===== config.mk =====
export PLATFORM = sky130hd
export DESIGN_NAME = qlcd_wave_seq
export DESIGN_NICKNAME = d
export VERILOG_FILES = /design/src/rtl/qlcd_pkg.sv /design/src/rtl/qlcd_axil_regs.sv /design/src/rtl/qlcd_wave_seq.sv
export SDC_FILE = /design/constraint.sdc
export NUM_CORES = 1
export LEC_CHECK = 0
export BUFFER_PORTS_ARGS = -buffer_cell sky130_fd_sc_hd__buf_2
export CAP_MARGIN = 20
export CORE_MARGIN = 2
export CORE_UTILIZATION = 50
export DETAILED_ROUTE_END_ITERATION = 6
export PLACE_DENSITY = 0.69
export SKIP_CTS_REPAIR_TIMING = 1
export SKIP_LAST_GASP = 1
export SYNTH_ARGS = -nofsm -noshare
export SYNTH_HDL_FRONTEND = slang
export SYNTH_SLANG_ARGS = --single-unit

===== constraint.sdc =====
create_clock -name clk -period 4.8 [get_ports clk]
set_input_delay 0.24 -clock clk [delete_from_list [all_inputs] [get_ports clk]]
set_output_delay 0.24 -clock clk [all_outputs]
set_load 0.05 [all_outputs]

===== src/rtl/qlcd_pkg.sv =====
// Package for the quadruplex LCD waveform sequencer: register map, fields, timing
package qlcd_pkg;
  localparam int QLCD_SEGS = 32;
  localparam int QLCD_COMS = 4;
  localparam int QLCD_ADDR_W = 6;
  // Register byte offsets
  localparam logic [5:0] QLCD_CTRL_OFS = 6'h00;
  localparam logic [5:0] QLCD_ACTIVE_OFS = 6'h04;
  localparam logic [5:0] QLCD_DEAD_OFS = 6'h08;
  localparam logic [5:0] QLCD_STATUS_OFS = 6'h0C;
  localparam logic [5:0] QLCD_SEG0_OFS = 6'h10;
  // Control fields
  localparam int QLCD_CTRL_EN_BIT = 0;
  localparam int QLCD_CTRL_INC_BIT = 1;
  localparam int QLCD_CTRL_EOF_BIT = 2;
  // Reset values and bus response codes
  localparam logic [15:0] QLCD_ACTIVE_RST = 16'h03E8;
  localparam logic [15:0] QLCD_DEAD_RST = 16'h0000;
  localparam logic [1:0] QLCD_RESP_OKAY = 2'h0;
  localparam logic [1:0] QLCD_RESP_SLVERR = 2'h2;

  typedef enum logic [1:0] {
    QLCD_ACT1,
    QLCD_DEAD1,
    QLCD_ACT2,
    QLCD_DEAD2
  } qlcd_part_t;

  typedef struct packed {
    logic enable;
    logic rms_increase;
    logic dead_at_frame_end;
    logic [15:0] active_len;
    logic [15:0] dead_len;
    logic [QLCD_SEGS*QLCD_COMS-1:0] seg_data;
  } qlcd_cfg_t;

  typedef struct packed {
    logic [QLCD_SEGS-1:0] seg;
    logic [QLCD_COMS-1:0] com_out;
    logic [QLCD_COMS-1:0] com_oe;
  } qlcd_pins_t;
endpackage : qlcd_pkg


===== src/rtl/qlcd_axil_regs.sv =====
// AXI4-Lite register slave for the quadruplex LCD waveform sequencer
`timescale 1ns/100ps
module qlcd_axil_regs
  import qlcd_pkg::*;
(
  input wire logic clk,
  input wire logic sys_rst,
  input wire logic [qlcd_pkg::QLCD_ADDR_W-1:0] s_axi_awaddr,
  input wire logic s_axi_awvalid,
  output logic s_axi_awready,
  input wire logic [31:0] s_axi_wdata,
  input wire logic [3:0] s_axi_wstrb,
  input wire logic s_axi_wvalid,
  output logic s_axi_wready,
  output logic [1:0] s_axi_bresp,
  output logic s_axi_bvalid,
  input wire logic s_axi_bready,
  input wire logic [qlcd_pkg::QLCD_ADDR_W-1:0] s_axi_araddr,
  input wire logic s_axi_arvalid,
  output logic s_axi_arready,
  output logic [31:0] s_axi_rdata,
  output logic [1:0] s_axi_rresp,
  output logic s_axi_rvalid,
  input wire logic s_axi_rready,
  input wire logic [7:0] status,
  output qlcd_pkg::qlcd_cfg_t cfg
);
  import qlcd_pkg::*;

  logic [5:0] aw_addr;
  logic aw_have;
  logic [31:0] w_data;
  logic [3:0] w_strb;
  logic w_have;
  logic do_wr;
  logic wr_hit;
  logic [31:0] regs [0:7];
  logic [31:0] rd_val;
  logic rd_hit;

  assign do_wr = aw_have && w_have && !s_axi_bvalid;
  assign wr_hit = aw_addr[5:2] < 4'h8 && aw_addr[5:2] != 4'h3;
  assign s_axi_awready = !aw_have;
  assign s_axi_wready = !w_have;

  // Address and data taken in either order, held until both present
  always_ff @(posedge clk) begin
    if (sys_rst) begin
      aw_have <= 1'b0;
      aw_addr <= 6'h00;
    end else if (s_axi_awvalid && !aw_have) begin
      aw_have <= 1'b1;
      aw_addr <= s_axi_awaddr;
    end else if (do_wr) begin
      aw_have <= 1'b0;
    end
  end

  always_ff @(posedge clk) begin
    if (sys_rst) begin
      w_have <= 1'b0;
      w_data <= 32'h0000_0000;
      w_strb <= 4'h0;
    end else if (s_axi_wvalid && !w_have) begin
      w_have <= 1'b1;
      w_data <= s_axi_wdata;
      w_strb <= s_axi_wstrb;
    end else if (do_wr) begin
      w_have <= 1'b0;
    end
  end

  always_ff @(posedge clk) begin
    if (sys_rst) begin
      s_axi_bvalid <= 1'b0;
      s_axi_bresp <= QLCD_RESP_OKAY;
    end else if (do_wr) begin
      s_axi_bvalid <= 1'b1;
      s_axi_bresp <= wr_hit ? QLCD_RESP_OKAY : QLCD_RESP_SLVERR;
    end else if (s_axi_bready) begin
      s_axi_bvalid <= 1'b0;
    end
  end

  // Byte-lane writes; slot 3 is the read-only status word
  always_ff @(posedge clk) begin
    if (sys_rst) begin
      for (int i = 0; i < 8; i++) begin
        regs[i] <= 32'h0000_0000;
      end
      regs[1] <= {16'h0000, QLCD_ACTIVE_RST};
      regs[2] <= {16'h0000, QLCD_DEAD_RST};
    end else if (do_wr && wr_hit) begin
      for (int b = 0; b < 4; b++) begin
        if (w_strb[b]) begin
          regs[aw_addr[4:2]][b*8 +: 8] <= w_data[b*8 +: 8];
        end
      end
    end
  end

  always_comb begin
    rd_hit = s_axi_araddr[5:2] < 4'h8;
    case (s_axi_araddr[5:2])
      4'h0: rd_val = {29'h0000_0000, regs[0][2:0]};
      4'h1: rd_val = {16'h0000, regs[1][15:0]};
      4'h2: rd_val = {16'h0000, regs[2][15:0]};
      4'h3: rd_val = {24'h00_0000, status};
      4'h4, 4'h5, 4'h6, 4'h7: rd_val = regs[s_axi_araddr[4:2]];
      default: rd_val = 32'h0000_0000;
    endcase
  end

  assign s_axi_arready = !s_axi_rvalid;

  always_ff @(posedge clk) begin
    if (sys_rst) begin
      s_axi_rvalid <= 1'b0;
      s_axi_rdata <= 32'h0000_0000;
      s_axi_rresp <= QLCD_RESP_OKAY;
    end else if (s_axi_arvalid && !s_axi_rvalid) begin
      s_axi_rvalid <= 1'b1;
      s_axi_rdata <= rd_val;
      s_axi_rresp <= rd_hit ? QLCD_RESP_OKAY : QLCD_RESP_SLVERR;
    end else if (s_axi_rready) begin
      s_axi_rvalid <= 1'b0;
    end
  end

  always_comb begin
    cfg.enable = regs[0][QLCD_CTRL_EN_BIT];
    cfg.rms_increase = regs[0][QLCD_CTRL_INC_BIT];
    cfg.dead_at_frame_end = regs[0][QLCD_CTRL_EOF_BIT];
    cfg.active_len = regs[1][15:0];
    cfg.dead_len = regs[2][15:0];
    cfg.seg_data = {regs[7], regs[6], regs[5], regs[4]};
  end
endmodule : qlcd_axil_regs


===== src/rtl/qlcd_wave_seq.sv =====
// Quadruplex LCD waveform sequencer top: four-phase frame with active and dead intervals
//
// The address map and the AXI4-Lite interface to the registers were chosen for this implementation.
`timescale 1ns/100ps
module qlcd_wave_seq
  import qlcd_pkg::*;
(
  input wire logic clk,
  input wire logic sys_rst,
  input wire logic [qlcd_pkg::QLCD_ADDR_W-1:0] s_axi_awaddr,
  input wire logic s_axi_awvalid,
  output logic s_axi_awready,
  input wire logic [31:0] s_axi_wdata,
  input wire logic [3:0] s_axi_wstrb,
  input wire logic s_axi_wvalid,
  output logic s_axi_wready,
  output logic [1:0] s_axi_bresp,
  output logic s_axi_bvalid,
  input wire logic s_axi_bready,
  input wire logic [qlcd_pkg::QLCD_ADDR_W-1:0] s_axi_araddr,
  input wire logic s_axi_arvalid,
  output logic s_axi_arready,
  output logic [31:0] s_axi_rdata,
  output logic [1:0] s_axi_rresp,
  output logic s_axi_rvalid,
  input wire logic s_axi_rready,
  output logic [qlcd_pkg::QLCD_SEGS-1:0] seg_out,
  output logic [qlcd_pkg::QLCD_COMS-1:0] com_out,
  output logic [qlcd_pkg::QLCD_COMS-1:0] com_oe
);
  import qlcd_pkg::*;

  qlcd_cfg_t cfg;
  qlcd_cfg_t live;
  qlcd_part_t part;
  qlcd_pins_t next_pins;
  logic running;
  logic [1:0] phase;
  logic [15:0] count;
  logic [15:0] part_len;
  logic part_end;
  logic frame_end;
  logic skip_dead;
  logic [QLCD_SEGS-1:0] lit;
  logic [7:0] status;
  logic [7:0] frame_cnt;

  qlcd_axil_regs u_regs (
    .clk(clk),
    .sys_rst(sys_rst),
    .s_axi_awaddr(s_axi_awaddr),
    .s_axi_awvalid(s_axi_awvalid),
    .s_axi_awready(s_axi_awready),
    .s_axi_wdata(s_axi_wdata),
    .s_axi_wstrb(s_axi_wstrb),
    .s_axi_wvalid(s_axi_wvalid),
    .s_axi_wready(s_axi_wready),
    .s_axi_bresp(s_axi_bresp),
    .s_axi_bvalid(s_axi_bvalid),
    .s_axi_bready(s_axi_bready),
    .s_axi_araddr(s_axi_araddr),
    .s_axi_arvalid(s_axi_arvalid),
    .s_axi_arready(s_axi_arready),
    .s_axi_rdata(s_axi_rdata),
    .s_axi_rresp(s_axi_rresp),
    .s_axi_rvalid(s_axi_rvalid),
    .s_axi_rready(s_axi_rready),
    .status(status),
    .cfg(cfg)
  );

  assign status = {frame_cnt[3:0], phase, part};

  // Dead intervals: every part, or only the last one of the frame
  always_comb begin
    skip_dead = 1'b0;
    if (live.dead_len == 16'h0000) begin
      skip_dead = 1'b1;
    end else if (live.dead_at_frame_end) begin
      skip_dead = !(phase == 2'h3 && part == QLCD_ACT2);
    end
  end

  always_comb begin
    case (part)
      QLCD_ACT1, QLCD_ACT2: part_len = live.active_len;
      default: part_len = live.dead_len;
    endcase
  end

  // Zero length ends after one cycle instead of wrapping the counter
  assign part_end = (part_len == 16'h0000) || (count >= part_len - 16'h0001);
  assign frame_end = phase == 2'h3 && (part == QLCD_DEAD2 || (part == QLCD_ACT2 && skip_dead));

  // Interval sequencer: ACT1, DEAD1, ACT2, DEAD2 per phase, four phases
  always_ff @(posedge clk) begin
    if (sys_rst) begin
      running <= 1'b0;
      phase <= 2'h0;
      part <= QLCD_ACT1;
      count <= 16'h0000;
      frame_cnt <= 8'h00;
      live <= '0;
    end else if (!running) begin
      count <= 16'h0000;
      phase <= 2'h0;
      part <= QLCD_ACT1;
      live <= cfg;
      running <= cfg.enable;
    end else if (part_end) begin
      count <= 16'h0000;
      case (part)
        QLCD_ACT1: part <= skip_dead ? QLCD_ACT2 : QLCD_DEAD1;
        QLCD_DEAD1: part <= QLCD_ACT2;
        QLCD_ACT2: begin
          if (!skip_dead) begin
            part <= QLCD_DEAD2;
          end else begin
            part <= QLCD_ACT1;
            phase <= phase + 2'h1;
          end
        end
        default: begin
          part <= QLCD_ACT1;
          phase <= phase + 2'h1;
        end
      endcase
      if (frame_end) begin
        live <= cfg;
        running <= cfg.enable;
        frame_cnt <= frame_cnt + 8'h01;
      end
    end else begin
      count <= count + 16'h0001;
    end
  end

  // Segment line s serves four segments; lit bit for common n is at seg_data[n*32+s]
  genvar s;
  generate
    for (s = 0; s < QLCD_SEGS; s++) begin : g_seg
      assign lit[s] = live.seg_data[{phase, 5'h00} + s];
    end
  endgenerate

  always_comb begin
    next_pins.seg = '0;
    next_pins.com_out = '0;
    next_pins.com_oe = '1;
    if (running) begin
      case (part)
        QLCD_ACT1: begin
          next_pins.seg = lit;
          next_pins.com_oe = QLCD_COMS'(4'h1 << phase);
          next_pins.com_out = '0;
        end
        QLCD_ACT2: begin
          next_pins.seg = ~lit;
          next_pins.com_oe = QLCD_COMS'(4'h1 << phase);
          next_pins.com_out = QLCD_COMS'(4'h1 << phase);
        end
        QLCD_DEAD1: begin
          next_pins.seg = live.rms_increase ? '1 : '0;
          next_pins.com_out = '0;
        end
        default: begin
          next_pins.seg = '0;
          next_pins.com_out = live.rms_increase ? '1 : '0;
        end
      endcase
    end
  end

  // Registered pins keep outputs glitch-free across interval changes
  always_ff @(posedge clk) begin
    if (sys_rst) begin
      seg_out <= '0;
      com_out <= '0;
      com_oe <= '1;
    end else begin
      seg_out <= next_pins.seg;
      com_out <= next_pins.com_out;
      com_oe <= next_pins.com_oe;
    end
  end
endmodule : qlcd_wave_seq


==> metrics.cfg <==
[status]
status=finished with violations
violations=negative hold slack

[global_routing]
grt_overflow_total=0
grt_pass1_wl_mm=79.34
grt_antenna_before_repair=2
grt_max_degree=85
grt_pass1_vias=14300
track_usage_pct=23.29

[place]
placed_cell_area_um2=21660
dp_cells=2566
dp.final_hpwl_mm=34.99
gp_congestion=0.8596
io_buffers=129

[synthesis]
syn_area_um2=20610
yosys.area.top_type=dfxtp_1
yosys_most_used_dff=dfxtp_1
synthTopCellsByArea=dfxtp_1, edfxtp_1, nand2_1, mux2i_1, mux4_2
synth-edff-count=163
synthArstFlopShare_pct=0
synth.ff_latch_count=468
yosysSeqAreaShare_pct=53.38
synth_top_area_share_pct=29.63
synth_cells=2005
yosysWarnings=0
avgSynthCellArea_um2=10.28
synth_cell_types=57

[sta]
hold_slack_ns=-0.04723
tns_ns=0
tightest_slew_ns=1.146
fin_crit_sh_pct=92.70
setup_violations=0
fin_skew_ns=0.02491
hold_violations=1
rsz0062_at_grt=no
slew_viol_final=0
layout_min_cycle_time_ns=4.450
max_slew_margin_pct=23.42
fmax_mhz=224.7

[route]
dr.pass1.iters=5
viasPerCell=5.545
drt-total-wl_mm=51.25
remaining_drc_errors=0
wire_per_inst_um=18.95
drt_iter0_markers=1159
ant_nets=0
vias=14990

[floorplan]
core_area_um2=40740
num_rows=74
initial_utilization_pct=50.58
die_w_um=207.0
die_h_um=207.0
pin_count=136
die-area_um2=42860

[power]
p_per_area_nw_per_um2=384.5
ir_drop_mv=0.3259
p_leak_uw=0.009648

[cts]
path_clk_slew_ns=0.06
root_buffer=clkbuf_16
cts_htree_levels=2
worstSkewPairLatency_ns=0.59
cts_tree=built
cts_buffers=49
clockBufferDepth=3
clock_sinks=468

[layout]
drive_gt1_share_pct=15.93
fillers=3430
syn_to_final_growth_pct=15.88
fin_nets=2209
final_cell_area_um2=23880
n_antenna_cell=0
fin_cells=2704

[critical_path]
cp_slowest_cell=or4_1
worstPathRequired_ns=5.29
arrival_ns=4.94
path_cells=or4_1 > nor3_2 > o211ai_1 > buf_4 > nor3_1 > xor2_1 > o21ai_0 > ha_1 > nand4_1 > nor3_1 > or4b_1 > and4_4 > o31ai_4 > buf_12 > buf_4 > mux2i_1
reg2reg_slack_ns=0.35
start_kind=flop
end_kind=flop
path_class=flop to flop
cpPeakStageDelay_ns=0.54
cp_max_fo=21

[hold_path]
hold_class=input port to flop

[job]
max_cap_violations=0

[power by group]
| part | total (uW) | switching [uW] | internal [uW] |
|---|---|---|---|
| registers | 4350 | 98.2 | 4250 |
| logic | 736 | 447 | 288 |
| clock network | 4100 | 1580 | 2510 |
| total | 9180 | 2130 | 7050 |
[placed cells by master (no fill, tap or decap), drive strengths merged, types with 37 or more instances in the layout]
| master | instances |
|---|---|
| dfxtp | 305 |
| clkbuf | 70 |
| nor2 | 245 |
| a21oi | 83 |
| mux4 | 67 |
| a22oi | 37 |
| mux2i | 178 |
| nand2 | 495 |
| buf | 169 |
| dlygate4sd3 | 46 |
| edfxtp | 163 |
[area by class of cell]
| type | instances | area [um^2] | area share [%] |
|---|---|---|---|
| flip-flops and latches | 468 | 11000 | 46.08 |
| clock inverters | 22 | 322.8 | 1.352 |
| well taps | 532 | 665.6 | 2.787 |
| multi-input cells | 1383 | 8900 | 37.27 |
| clock buffers | 69 | 1433 | 5.999 |
| inverters | 14 | 60.06 | 0.2515 |
| repair buffers | 216 | 1496 | 6.266 |
[worst max-delay path: cells and delay by family (launching register included)]
kind                     cells  cell delay (ns)
buffers and inverters        3             0.63
adder cells (fa/ha/maj)      1             0.30
multiplexers                 1             0.23
AND/OR/NAND/NOR              7             2.07
flip-flops                   1             0.34
XOR/XNOR                     1             0.15
AO/OA/AOI/OAI                3             0.61
[flip-flops by register name, summed over array words and instances, names as in the netlist, 2 cells and up]
| register | cells |
|---|---|
| u_regs.w_strb | 4 |
| phase | 2 |
| com_oe | 4 |
| part | 2 |
| u_regs.aw_addr | 4 |
| frame_cnt | 4 |
| u_regs.regs | 163 |
| u_regs.w_data | 32 |
| u_regs.s_axi_rdata | 32 |
| com_out | 4 |
| seg_out | 32 |
| live | 162 |
| count | 16 |
[synth_stat cells (2+ instances only)]
| library cell | instances |
|---|---|
| mux2i_1 | 178 |
| inv_1 | 14 |
| nand3_1 | 12 |
| or2_2 | 5 |
| and3_1 | 8 |
| o22a_1 | 32 |
| o211ai_1 | 12 |
| clkbuf_1 | 100 |
| buf_1 | 15 |
| a21oi_1 | 83 |
| buf_2 | 6 |
| or3_1 | 5 |
| o21a_1 | 2 |
| nor2b_1 | 12 |
| buf_8 | 7 |
| nand2_1 | 495 |
| buf_4 | 12 |
| o221ai_1 | 2 |
| mux4_2 | 67 |
| dfxtp_1 | 305 |
| and2_1 | 36 |
| o21ai_1 | 3 |
| o21ai_0 | 25 |
| xnor2_1 | 11 |
| mux2_2 | 12 |
| nand2b_1 | 3 |
| edfxtp_1 | 163 |
| nor3_1 | 15 |
| nor2_1 | 245 |
| a211oi_1 | 3 |
| ha_1 | 22 |
| nor3b_1 | 3 |
| o31ai_1 | 3 |
| or4_1 | 4 |
| xor2_1 | 19 |
| a22oi_1 | 37 |
| nand4_1 | 6 |
| nor4_1 | 3 |
| and4_1 | 2 |
[metal layers]
metal	GRT usage, %	up-vias	routed length [um]
met3	3.578	93	2868
met5	0	-	0
met2	38.57	438	24720
met1	31.47	7265	22260
li1	-	7197	-
met4	7.537	0	1398
[final timing paths]
kind                          start                          endpoint  cells after the start
min reg2reg  live[161]$_SDFFE_PP0P_            live[161]$_SDFFE_PP0P_                      2
max reg2reg  live[149]$_SDFFE_PP0P_             live[38]$_SDFFE_PP0P_                     16
max          live[149]$_SDFFE_PP0P_             live[38]$_SDFFE_PP0P_                     16
min                    s_axi_bready  u_regs.s_axi_bvalid$_SDFFE_PP0P_                      4
[logic make-up after synthesis]
kind of cell / share of synthesized area [%]
AO/OA/AOI/OAI: 6.503
XOR/XNOR: 1.275
adder cells (fa/ha/maj): 1.336
buffers and inverters: 3.540
flip-flops: 53.38
multiplexers: 16.62
other: 0.01820
AND/OR/NAND/NOR: 17.32
[metrics by stage]
stage,total power (uW),utilization (%),setup WS (ns),hold WS [ns]
6_report,9181,58.62,0.3504,-0.04723
5_1_grt,9469,58.62,0.04392,0.05025
4_1_cts,9212,57.47,0.2102,-0.2001
3_5_place_dp,5138,53.16,0.2496,0.4301
3_3_place_gp,5115,53.13,0.3384,0.4252
2_1_floorplan,4936,-,0.7507,0.3401
Note: power is estimated with default switching activity, not from simulation.
